==> src/include/ldc_params.svh <==
`ifndef LDC_PARAMS_SVH
`define LDC_PARAMS_SVH

// Register indices; the byte address of each register is four times its index.
`define LDC_IDX_LINK_PAGE 12'h300
`define LDC_IDX_DENS_CTRL 12'h45A
`define LDC_IDX_RES_ONE 12'h45B
`define LDC_IDX_RES_TWO 12'h45C
`define LDC_IDX_CKSUM_REAL 12'h45D
`define LDC_IDX_DESKEW 12'h46C
`define LDC_IDX_SOFT_RST 12'h475
`define LDC_IDX_IRQ_STAT 12'h480
`define LDC_IDX_IRQ_MASK 12'h481

// Field positions.
`define LDC_DENS_BIT 7
`define LDC_CBPS_MSB 4
`define LDC_CBPS_LSB 0
`define LDC_SOFT_RST_BIT 3

// Reset and fixed values.
`define LDC_DENS_VALUE 1'h1
`define LDC_CBPS_RESET 5'h00
`define LDC_BYTE_RESET 8'h00
`define LDC_DESKEW_RESET 8'h00
`define LDC_SOFT_RST_RESET 1'h0

// Link geometry.
`define LDC_LANES 8
`define LDC_LINKS 2

`endif

==> src/include/ldc_pkg.sv <==
package ldc_pkg;

   // Per-lane alignment events from the lane alignment logic.
   typedef struct packed {
      logic [7:0] done;
      logic [7:0] lost;
   } ldc_lane_evt_type;

   // Writable per-link parameter bytes.
   typedef struct packed {
      logic [7:0] res_one;
      logic [7:0] res_two;
      logic [7:0] cksum;
   } ldc_link_cfg_type;

   // Decoded register selection.
   typedef enum {
      LDC_SEL_NONE,
      LDC_SEL_PAGE,
      LDC_SEL_DENS_CTRL,
      LDC_SEL_RES_ONE,
      LDC_SEL_RES_TWO,
      LDC_SEL_CKSUM,
      LDC_SEL_DESKEW,
      LDC_SEL_SOFT_RST,
      LDC_SEL_IRQ_STAT,
      LDC_SEL_IRQ_MASK
   } ldc_sel_type;

endpackage

==> src/hw/ldc_lane_align.sv <==
`timescale 1ns/100ps
`default_nettype none
`include "ldc_params.svh"

module ldc_lane_align #(
   parameter int LANES = `LDC_LANES
) (
   // Clock and reset
   input wire logic pclk,
   input wire logic presetn,
   // Control
   input wire logic soft_rst,
   // Lane alignment events
   input wire ldc_pkg::ldc_lane_evt_type lane_evt,
   // Status
   output logic [LANES-1:0] flag_r,
   output logic gained,
   output logic lost
);
   import ldc_pkg::*;

   logic [LANES-1:0] flag_nxt;

   // ----------------------------------------------------------------
   // Per-lane flags
   // ----------------------------------------------------------------
   // Loss beats completion in the same cycle, since a lane that just
   // slipped cannot be trusted as aligned.
   genvar g;
   generate
      for (g = 0; g < LANES; g = g + 1)
      begin : gen_lane
         always_comb
         begin
            if (soft_rst)
               flag_nxt[g] = 1'b0;
            else if (lane_evt.lost[g])
               flag_nxt[g] = 1'b0;
            else if (lane_evt.done[g])
               flag_nxt[g] = 1'b1;
            else
               flag_nxt[g] = flag_r[g];
         end
      end
   endgenerate

   always_ff @(posedge pclk or negedge presetn)
   begin
      if (!presetn)
         flag_r <= LANES'(`LDC_DESKEW_RESET);
      else
         flag_r <= flag_nxt;
   end

   // ----------------------------------------------------------------
   // Events
   // ----------------------------------------------------------------
   assign gained = (&flag_nxt) && !(&flag_r);
   assign lost = |(flag_r & ~flag_nxt);

endmodule

`default_nettype wire

==> src/hw/ldc_top.sv <==
// Notes on behaviour
// Density bit (bit 7) always reads 1; writes ignored.
// Bits 4:0 give control bits per sample, read-only, reset zero.
// Control-bits-per-sample applies to link 0 only; other links read zero.
// Paged registers follow the link page selector at index 0x300.
// Two reserved parameter bytes per link, read/write, reset zero.
// Software writes checksum only while deskew unit is in soft reset.
// Deskew status bit n shows lane n: 1 achieved, 0 failed; read-only.
// Lane 0 deskew status sits in bit 0 with the same encoding.
// Deskew bits follow the alignment logic; software writes never touch them. A write that sets the soft reset bit clears them.
//
// Added by the designer: the APB slave port.
`timescale 1ns/100ps
`default_nettype none
`include "ldc_params.svh"

module ldc_top #(
   parameter int NUM_LINKS = `LDC_LINKS,
   parameter int LANES = `LDC_LANES
) (
   // Clock and reset
   input wire logic pclk,
   input wire logic presetn,
   // APB slave
   input wire logic psel,
   input wire logic penable,
   input wire logic pwrite,
   input wire logic [15:0] paddr,
   input wire logic [31:0] pwdata,
   input wire logic [3:0] pstrb,
   output logic [31:0] prdata,
   output logic pready,
   output logic pslverr,
   // Link layer
   input wire logic [4:0] ctrl_bits_per_sample_field,
   input wire ldc_pkg::ldc_lane_evt_type lane_evt [NUM_LINKS],
   // Configuration towards the link layer
   output ldc_pkg::ldc_link_cfg_type link_cfg [NUM_LINKS],
   output logic deskew_soft_rst,
   // Interrupt
   output logic irq
);
   import ldc_pkg::*;

   localparam int LINK_W = (NUM_LINKS > 1) ? $clog2(NUM_LINKS) : 1;
   localparam int IRQ_W = 2 * NUM_LINKS + 1;
   localparam int CKSUM_EVT = 2 * NUM_LINKS;

   // ----------------------------------------------------------------
   // Address decode
   // ----------------------------------------------------------------
   function automatic logic idx_hit(input logic [15:0] addr, input logic [11:0] idx);
      idx_hit = (addr == {2'b00, idx, 2'b00});
   endfunction

   function automatic ldc_sel_type decode(input logic [15:0] addr);
      if (idx_hit(addr, `LDC_IDX_LINK_PAGE))
         decode = LDC_SEL_PAGE;
      else if (idx_hit(addr, `LDC_IDX_DENS_CTRL))
         decode = LDC_SEL_DENS_CTRL;
      else if (idx_hit(addr, `LDC_IDX_RES_ONE))
         decode = LDC_SEL_RES_ONE;
      else if (idx_hit(addr, `LDC_IDX_RES_TWO))
         decode = LDC_SEL_RES_TWO;
      else if (idx_hit(addr, `LDC_IDX_CKSUM_REAL))
         decode = LDC_SEL_CKSUM;
      else if (idx_hit(addr, `LDC_IDX_DESKEW))
         decode = LDC_SEL_DESKEW;
      else if (idx_hit(addr, `LDC_IDX_SOFT_RST))
         decode = LDC_SEL_SOFT_RST;
      else if (idx_hit(addr, `LDC_IDX_IRQ_STAT))
         decode = LDC_SEL_IRQ_STAT;
      else if (idx_hit(addr, `LDC_IDX_IRQ_MASK))
         decode = LDC_SEL_IRQ_MASK;
      else
         decode = LDC_SEL_NONE;
   endfunction

   // ----------------------------------------------------------------
   // Declarations
   // ----------------------------------------------------------------
   ldc_sel_type sel;
   logic setup;
   logic wr_en;
   logic wr_lane0;
   logic [7:0] wbyte;
   logic [LINK_W-1:0] page_r;
   logic page_ok;
   logic soft_rst_r;
   logic [4:0] cbps_r;
   ldc_link_cfg_type cfg_r [NUM_LINKS];
   logic [LANES-1:0] deskew_flag [NUM_LINKS];
   logic [NUM_LINKS-1:0] gained;
   logic [NUM_LINKS-1:0] lost;
   logic [IRQ_W-1:0] irq_stat_r;
   logic [IRQ_W-1:0] irq_mask_r;
   logic [IRQ_W-1:0] irq_evt;
   logic [IRQ_W-1:0] irq_clr;
   logic [7:0] rd_byte;
   logic [31:0] rd_word;
   logic rd_err;
   logic [31:0] prdata_r;
   logic pslverr_r;
   logic irq_r;

   // ----------------------------------------------------------------
   // APB handshake
   // ----------------------------------------------------------------
   // Read data is captured in the setup cycle, so every access phase
   // completes at once with registered data and no wait states.
   assign sel = decode(paddr);
   assign setup = psel && !penable;
   assign pready = 1'b1;
   assign wr_en = psel && penable && pwrite;
   assign wr_lane0 = wr_en && pstrb[0];
   assign wbyte = pwdata[7:0];
   assign prdata = prdata_r;
   assign pslverr = pslverr_r;

   // A page beyond the implemented links reads zero and takes no writes.
   assign page_ok = (32'(page_r) < NUM_LINKS);

   // ----------------------------------------------------------------
   // Link page and soft reset controls
   // ----------------------------------------------------------------
   always_ff @(posedge pclk or negedge presetn)
   begin
      if (!presetn)
         page_r <= '0;
      else if (wr_lane0 && sel == LDC_SEL_PAGE)
         page_r <= wbyte[LINK_W-1:0];
   end

   always_ff @(posedge pclk or negedge presetn)
   begin
      if (!presetn)
         soft_rst_r <= `LDC_SOFT_RST_RESET;
      else if (wr_lane0 && sel == LDC_SEL_SOFT_RST)
         soft_rst_r <= wbyte[`LDC_SOFT_RST_BIT];
   end

   assign deskew_soft_rst = soft_rst_r;

   // ----------------------------------------------------------------
   // Control bits per sample
   // ----------------------------------------------------------------
   // Only link 0 carries this setting; it is sampled from the link
   // layer so that software sees the value the receiver really uses.
   always_ff @(posedge pclk or negedge presetn)
   begin
      if (!presetn)
         cbps_r <= `LDC_CBPS_RESET;
      else
         cbps_r <= ctrl_bits_per_sample_field;
   end

   // ----------------------------------------------------------------
   // Per-link parameter bytes and deskew status
   // ----------------------------------------------------------------
   genvar k;
   generate
      for (k = 0; k < NUM_LINKS; k = k + 1)
      begin : gen_link
         logic this_page;

         assign this_page = (32'(page_r) == k);

         always_ff @(posedge pclk or negedge presetn)
         begin
            if (!presetn)
            begin
               cfg_r[k].res_one <= `LDC_BYTE_RESET;
               cfg_r[k].res_two <= `LDC_BYTE_RESET;
               cfg_r[k].cksum <= `LDC_BYTE_RESET;
            end
            else if (wr_lane0 && this_page)
            begin
               if (sel == LDC_SEL_RES_ONE)
                  cfg_r[k].res_one <= wbyte;
               if (sel == LDC_SEL_RES_TWO)
                  cfg_r[k].res_two <= wbyte;
               if (sel == LDC_SEL_CKSUM)
                  cfg_r[k].cksum <= wbyte;
            end
         end

         assign link_cfg[k] = cfg_r[k];

         ldc_lane_align #(
            .LANES(LANES)
         ) u_align (
            .pclk(pclk),
            .presetn(presetn),
            .soft_rst(soft_rst_r),
            .lane_evt(lane_evt[k]),
            .flag_r(deskew_flag[k]),
            .gained(gained[k]),
            .lost(lost[k])
         );

         assign irq_evt[2*k] = gained[k];
         assign irq_evt[2*k+1] = lost[k];
      end
   endgenerate

   // A checksum write outside soft reset is legal on the bus but breaks
   // the link contract, so it is flagged rather than refused.
   assign irq_evt[CKSUM_EVT] = wr_lane0 && sel == LDC_SEL_CKSUM && page_ok && !soft_rst_r;

   // ----------------------------------------------------------------
   // Interrupt status and mask
   // ----------------------------------------------------------------
   assign irq_clr = (wr_lane0 && sel == LDC_SEL_IRQ_STAT) ? wbyte[IRQ_W-1:0] : '0;

   // A new event wins over a clear written in the same cycle.
   always_ff @(posedge pclk or negedge presetn)
   begin
      if (!presetn)
         irq_stat_r <= '0;
      else
         irq_stat_r <= (irq_stat_r & ~irq_clr) | irq_evt;
   end

   always_ff @(posedge pclk or negedge presetn)
   begin
      if (!presetn)
         irq_mask_r <= '0;
      else if (wr_lane0 && sel == LDC_SEL_IRQ_MASK)
         irq_mask_r <= wbyte[IRQ_W-1:0];
   end

   always_ff @(posedge pclk or negedge presetn)
   begin
      if (!presetn)
         irq_r <= 1'b0;
      else
         irq_r <= |(irq_stat_r & irq_mask_r);
   end

   assign irq = irq_r;

   // ----------------------------------------------------------------
   // Read multiplexer
   // ----------------------------------------------------------------
   always_comb
   begin
      rd_byte = 8'h00;
      rd_err = 1'b0;
      case (sel)
         LDC_SEL_PAGE:
            rd_byte = 8'(page_r);
         LDC_SEL_DENS_CTRL:
         begin
            rd_byte[`LDC_DENS_BIT] = `LDC_DENS_VALUE;
            if (page_r == '0)
               rd_byte[`LDC_CBPS_MSB:`LDC_CBPS_LSB] = cbps_r;
         end
         LDC_SEL_RES_ONE:
            if (page_ok)
               rd_byte = cfg_r[page_r].res_one;
         LDC_SEL_RES_TWO:
            if (page_ok)
               rd_byte = cfg_r[page_r].res_two;
         LDC_SEL_CKSUM:
            if (page_ok)
               rd_byte = cfg_r[page_r].cksum;
         LDC_SEL_DESKEW:
            if (page_ok)
               rd_byte = 8'(deskew_flag[page_r]);
         LDC_SEL_SOFT_RST:
            rd_byte[`LDC_SOFT_RST_BIT] = soft_rst_r;
         LDC_SEL_IRQ_STAT:
            rd_byte = 8'(irq_stat_r);
         LDC_SEL_IRQ_MASK:
            rd_byte = 8'(irq_mask_r);
         LDC_SEL_NONE:
            rd_err = 1'b1;
         default:
            rd_err = 1'b1;
      endcase
      rd_word = {24'h000000, rd_byte};
   end

   // ----------------------------------------------------------------
   // Registered answer
   // ----------------------------------------------------------------
   // Captured in the setup cycle and held through the access phase.
   always_ff @(posedge pclk or negedge presetn)
   begin
      if (!presetn)
         prdata_r <= 32'h00000000;
      else if (setup)
         prdata_r <= pwrite ? 32'h00000000 : rd_word;
   end

   always_ff @(posedge pclk or negedge presetn)
   begin
      if (!presetn)
         pslverr_r <= 1'b0;
      else if (setup)
         pslverr_r <= rd_err;
   end

endmodule

`default_nettype wire

==> config.mk <==
export PLATFORM = sky130hd
export DESIGN_NAME = ldc_top
export DESIGN_NICKNAME = d
export VERILOG_FILES = /design/src/include/ldc_pkg.sv /design/src/hw/ldc_lane_align.sv /design/src/hw/ldc_top.sv
export VERILOG_INCLUDE_DIRS = /design/src /design/src/include
export SDC_FILE = /design/constraint.sdc
export NUM_CORES = 1
export LEC_CHECK = 0
export ABC_AREA = 1
export BUFFER_PORTS_ARGS = -buffer_cell sky130_fd_sc_hd__buf_2
export CAP_MARGIN = 20
export CORE_AREA = 2 2 110 112
export CTS_BUF_LIST = sky130_fd_sc_hd__clkbuf_2 sky130_fd_sc_hd__clkbuf_4 sky130_fd_sc_hd__clkbuf_8
export CTS_CLUSTER_SIZE = 24
export DETAILED_ROUTE_END_ITERATION = 8
export DIE_AREA = 0 0 112 114
export PLACE_DENSITY = 0.72
export SLEW_MARGIN = 10
export SYNTH_ARGS = -nofsm -noshare
export SYNTH_HDL_FRONTEND = slang
export SYNTH_SLANG_ARGS = --single-unit
==> constraint.sdc <==
create_clock -name pclk -period 2.5 [get_ports pclk]
set_input_delay 0 -clock pclk [delete_from_list [all_inputs] [get_ports pclk]]
set_output_delay 0 -clock pclk [all_outputs]
set_load 0.005 [all_outputs]
==> metrics.yaml <==
run_status:
  status: "finished, final reports clean"
synth:
  yosysMostFrequentCell: "nand2_1"
  synth_top_family_by_area: "simple AND/OR/NAND/NOR gates"
  synth_compound_area_frac: 0.1170
  netlist_instances: 658
  synth_fa_ha_area_frac: 0
  synth_xor_xnor_area_share: 0
  synthFlopType: "dfrtp_1"
  syn-cell-area_um2: 5060
  seq_area_frac_synth: 0.4500
  yosysTopAreaCellShare: 0.4500
  synth_commonest_cells: "nand2_1 (212), dfrtp_1 (91), nor2_1 (65)"
  synth_area_leaders: "dfrtp_1 (45%), nand2_1 (16%), o21ai_2 (6.1%)"
  ys_ff_latch: 91
  synth_top_area_cell: "dfrtp_1"
  synth-simple-area-share: 0.3217
  synth_cell_types: 29
  muxShareOfSynthArea: 0.005935
  synthArstFlopShare: 1.000
  yosysWarnings: 0
  synth_edf_count: 0
  syn_avg_cell_area_um2: 7.690
critical_path:
  r2r_cells: 4
  r2r-start: "deskew_soft_rst$_DFFE_PN0P_"
  path_cells: "inv_1, o21ai_0, nor2_1, dlygate4sd3_1"
  cp.required_ps: 2760
  crit_path_end_kind: "flip-flop"
  r2r-end: "gen_link[0].u_align.flag_r[5]$_DFF_PN0_"
  critPathKind: "flip-flop to flip-flop"
  crit_arrival_ps: 2220
  crit_fanout: 17
  cp_slowest_cell: "dfrtp_1"
  startpoint_type: "flip-flop"
  reg2reg_slack_ps: 540
  max_stage_delay_ps: 740
cts:
  clk_latency_ps: 360
  cts-root-buf: "clkbuf_8"
  htreeDepth: 3
  cts.reportedPaths.clkPinSlew_ps: 100
  cts.sinks: 91
  tritoncts: "yes"
  cts_resized: 0
  cts_buffers: 9
  clockBufferDepth: 2
floorplanning:
  num_rows: 40
  die_y_um: 114
  core_um2: 11710
  die_area_um2: 12770
  die_w_um: 112
  initial_core_util: 0.4321
  pin_count: 178
finish:
  drive_gt1_frac: 0.2561
  area_growth_pct: 23.57
  fin_util: 0.5339
  nFillCells: 1120
  nets: 910
  diodes: 0
  layoutNonFillerInstCount: 967
timing:
  slew_headroom: 0.5097
  min_period_ps: 1964
  slew_viol_final: 0
  hold_violations: 0
  clock.fmax_ghz: 0.5093
  skew_ps: 9.077
  fin_ws_ps: 536.3
  holdWs_ps: 16.00
  tightest_slew_ps: 734.7
  setup_viol: 0
  rsz0062_at_grt: "no"
  post-route-period-util: 0.7855
  totalNegativeSetupSlack_ps: 0
hold_path:
  whs_path_depth: 3
  hold-path-endpoint: "link_cfg[14]$_DFFE_PN0P_"
  min_from: "pwdata[6]"
  hp-class: "input port to flip-flop"
global_route:
  grt_pass1_wl_um: 23570
  grt_pass1_vias: 4690
  grt_antenna_before_repair: 0
  track_usage: 0.2351
  grt_max_degree: 48
  overflow: 0
placement:
  io_buffer_count: 125
  place_congestion: 0.8668
  place.detailed.hpwl_um: 10430
  dpl.cell_count: 914
  place_ws_ps: 673.9
detailed_routing:
  ant_nets: 0
  vias: 4851
  avgRoutedWirePerCell_um: 15.13
  drc: 0
  routed_wl_um: 14630
  drt_iter0_markers: 303
  drt_pass1_iterations: 5
  vias_per_cell: 5.017
power_and_ir_drop:
  leakagePower_nw: 3.389
  p_per_area_nw_per_um2: 434.3
  ir_drop_uv: 318.1
job:
  cap_violations: 0
-- stage by stage --
step                      power [W]  area, um2
after global placement     0.001684       5678
after floorplan            0.001602       5146
after CTS                  0.002727       6252
final                      0.002715       6252
after detailed placement   0.001686       5678
after global routing       0.002823       6252
-- kinds of logic (layout without fill, tap and decap cells) --
group / Yosys count / in the layout
simple gates: 380 / 380
buf+inv: 95 / 234
flops: 91 / 91
compound gates: 87 / 87
mux: 3 / 3
other cells: 2 / 25
-- how the worst max path moves through the flow --
stage	start	end	slack, ps	cells past startpoint
2_1_floorplan	deskew_soft_rst$_DFFE_PN0P_	irq_stat_r[3]$_DFF_PN0_	1170	5
3_3_place_gp	gen_link[1].this_page$_DFFE_PN0P_	prdata[7]$_DFFE_PN0P_	670	10
3_5_place_dp	gen_link[1].this_page$_DFFE_PN0P_	prdata[7]$_DFFE_PN0P_	670	10
4_1_cts	deskew_soft_rst$_DFFE_PN0P_	gen_link[0].u_align.flag_r[5]$_DFF_PN0_	550	4
5_1_grt	deskew_soft_rst$_DFFE_PN0P_	gen_link[0].u_align.flag_r[5]$_DFF_PN0_	410	4
6_report	deskew_soft_rst$_DFFE_PN0P_	gen_link[0].u_align.flag_r[5]$_DFF_PN0_	540	4
-- repair_timing --
action,in CTS,in global routing
endpoints found under the setup margin,0,0
hold buffers,38,0
setup buffers,0,0
endpoints found under the hold margin,72,0
-- state kept, by name (all words and copies together) (netlist names) --
signal and count:
cbps_r 5, deskew_soft_rst 1, gen_link.this_page 1, gen_link.u_align.flag_r 16, irq 1, irq_mask_r 5, irq_stat_r 5, link_cfg 48
prdata 8, pslverr 1
-- layer usage --
layer | GRT usage | vias to the layer above | share of wire
met3 | 0.06057 | 21 | 0.077
met2 | 0.3851 | 208 | 0.47
met1 | 0.3119 | 2225 | 0.44
met4 | 0.06585 | 0 | 0.019
met5 | 0 | - | 0
li1 | - | 2397 | -
-- critical path, delay by kind of cell, from the launching register on --
family,cells,cell delay (ps)
compound gates,1,170
buf+inv,2,850
flops,1,740
simple gates,1,90
-- report_power, final --
group	switching [W]	internal [W]	leakage, nW	total [W]
clock network	0.000553	0.000474	0.0924	0.00103
logic	0.000125	0.0000848	2.05	0.000210
registers	0.00000211	0.00148	1.24	0.00148
total	0.000680	0.00204	3.39	0.00272
-- placed cells by master (no fill, tap or decap), types with 2 or more instances in the layout --
cell type	Yosys	routed
conb_1	2	25
inv_2	6	6
nand2_2	7	7
nand2_1	212	212
nor2_2	9	9
dlygate4sd3_1	0	38
nand3_1	51	51
o21ai_0	26	26
o21ai_1	13	13
buf_4	27	6
mux2i_1	3	3
clkinvlp_4	0	2
nor2_1	65	65
o21ai_2	35	35
clkbuf_8	0	9
nand4_1	13	13
or2_2	2	2
dfrtp_1	91	91
a21oi_1	2	2
inv_1	44	44
buf_2	6	124
o22ai_1	3	3
nand3_2	5	5
o31ai_1	5	5
nand3b_1	3	3
nor3_1	12	12
-- area by class of cell --
cell class	instances	area, um2	area share
inverters	50	187.7	0.03002
clock inverters	5	62.56	0.01001
multi-input cells	495	2344	0.3748
repair buffers	169	1066	0.1705
well taps	147	183.9	0.02942
flip-flops and latches	91	2277	0.3642
clock buffers	10	131.4	0.02101
No activity file was read; power rests on OpenSTA's default activity.
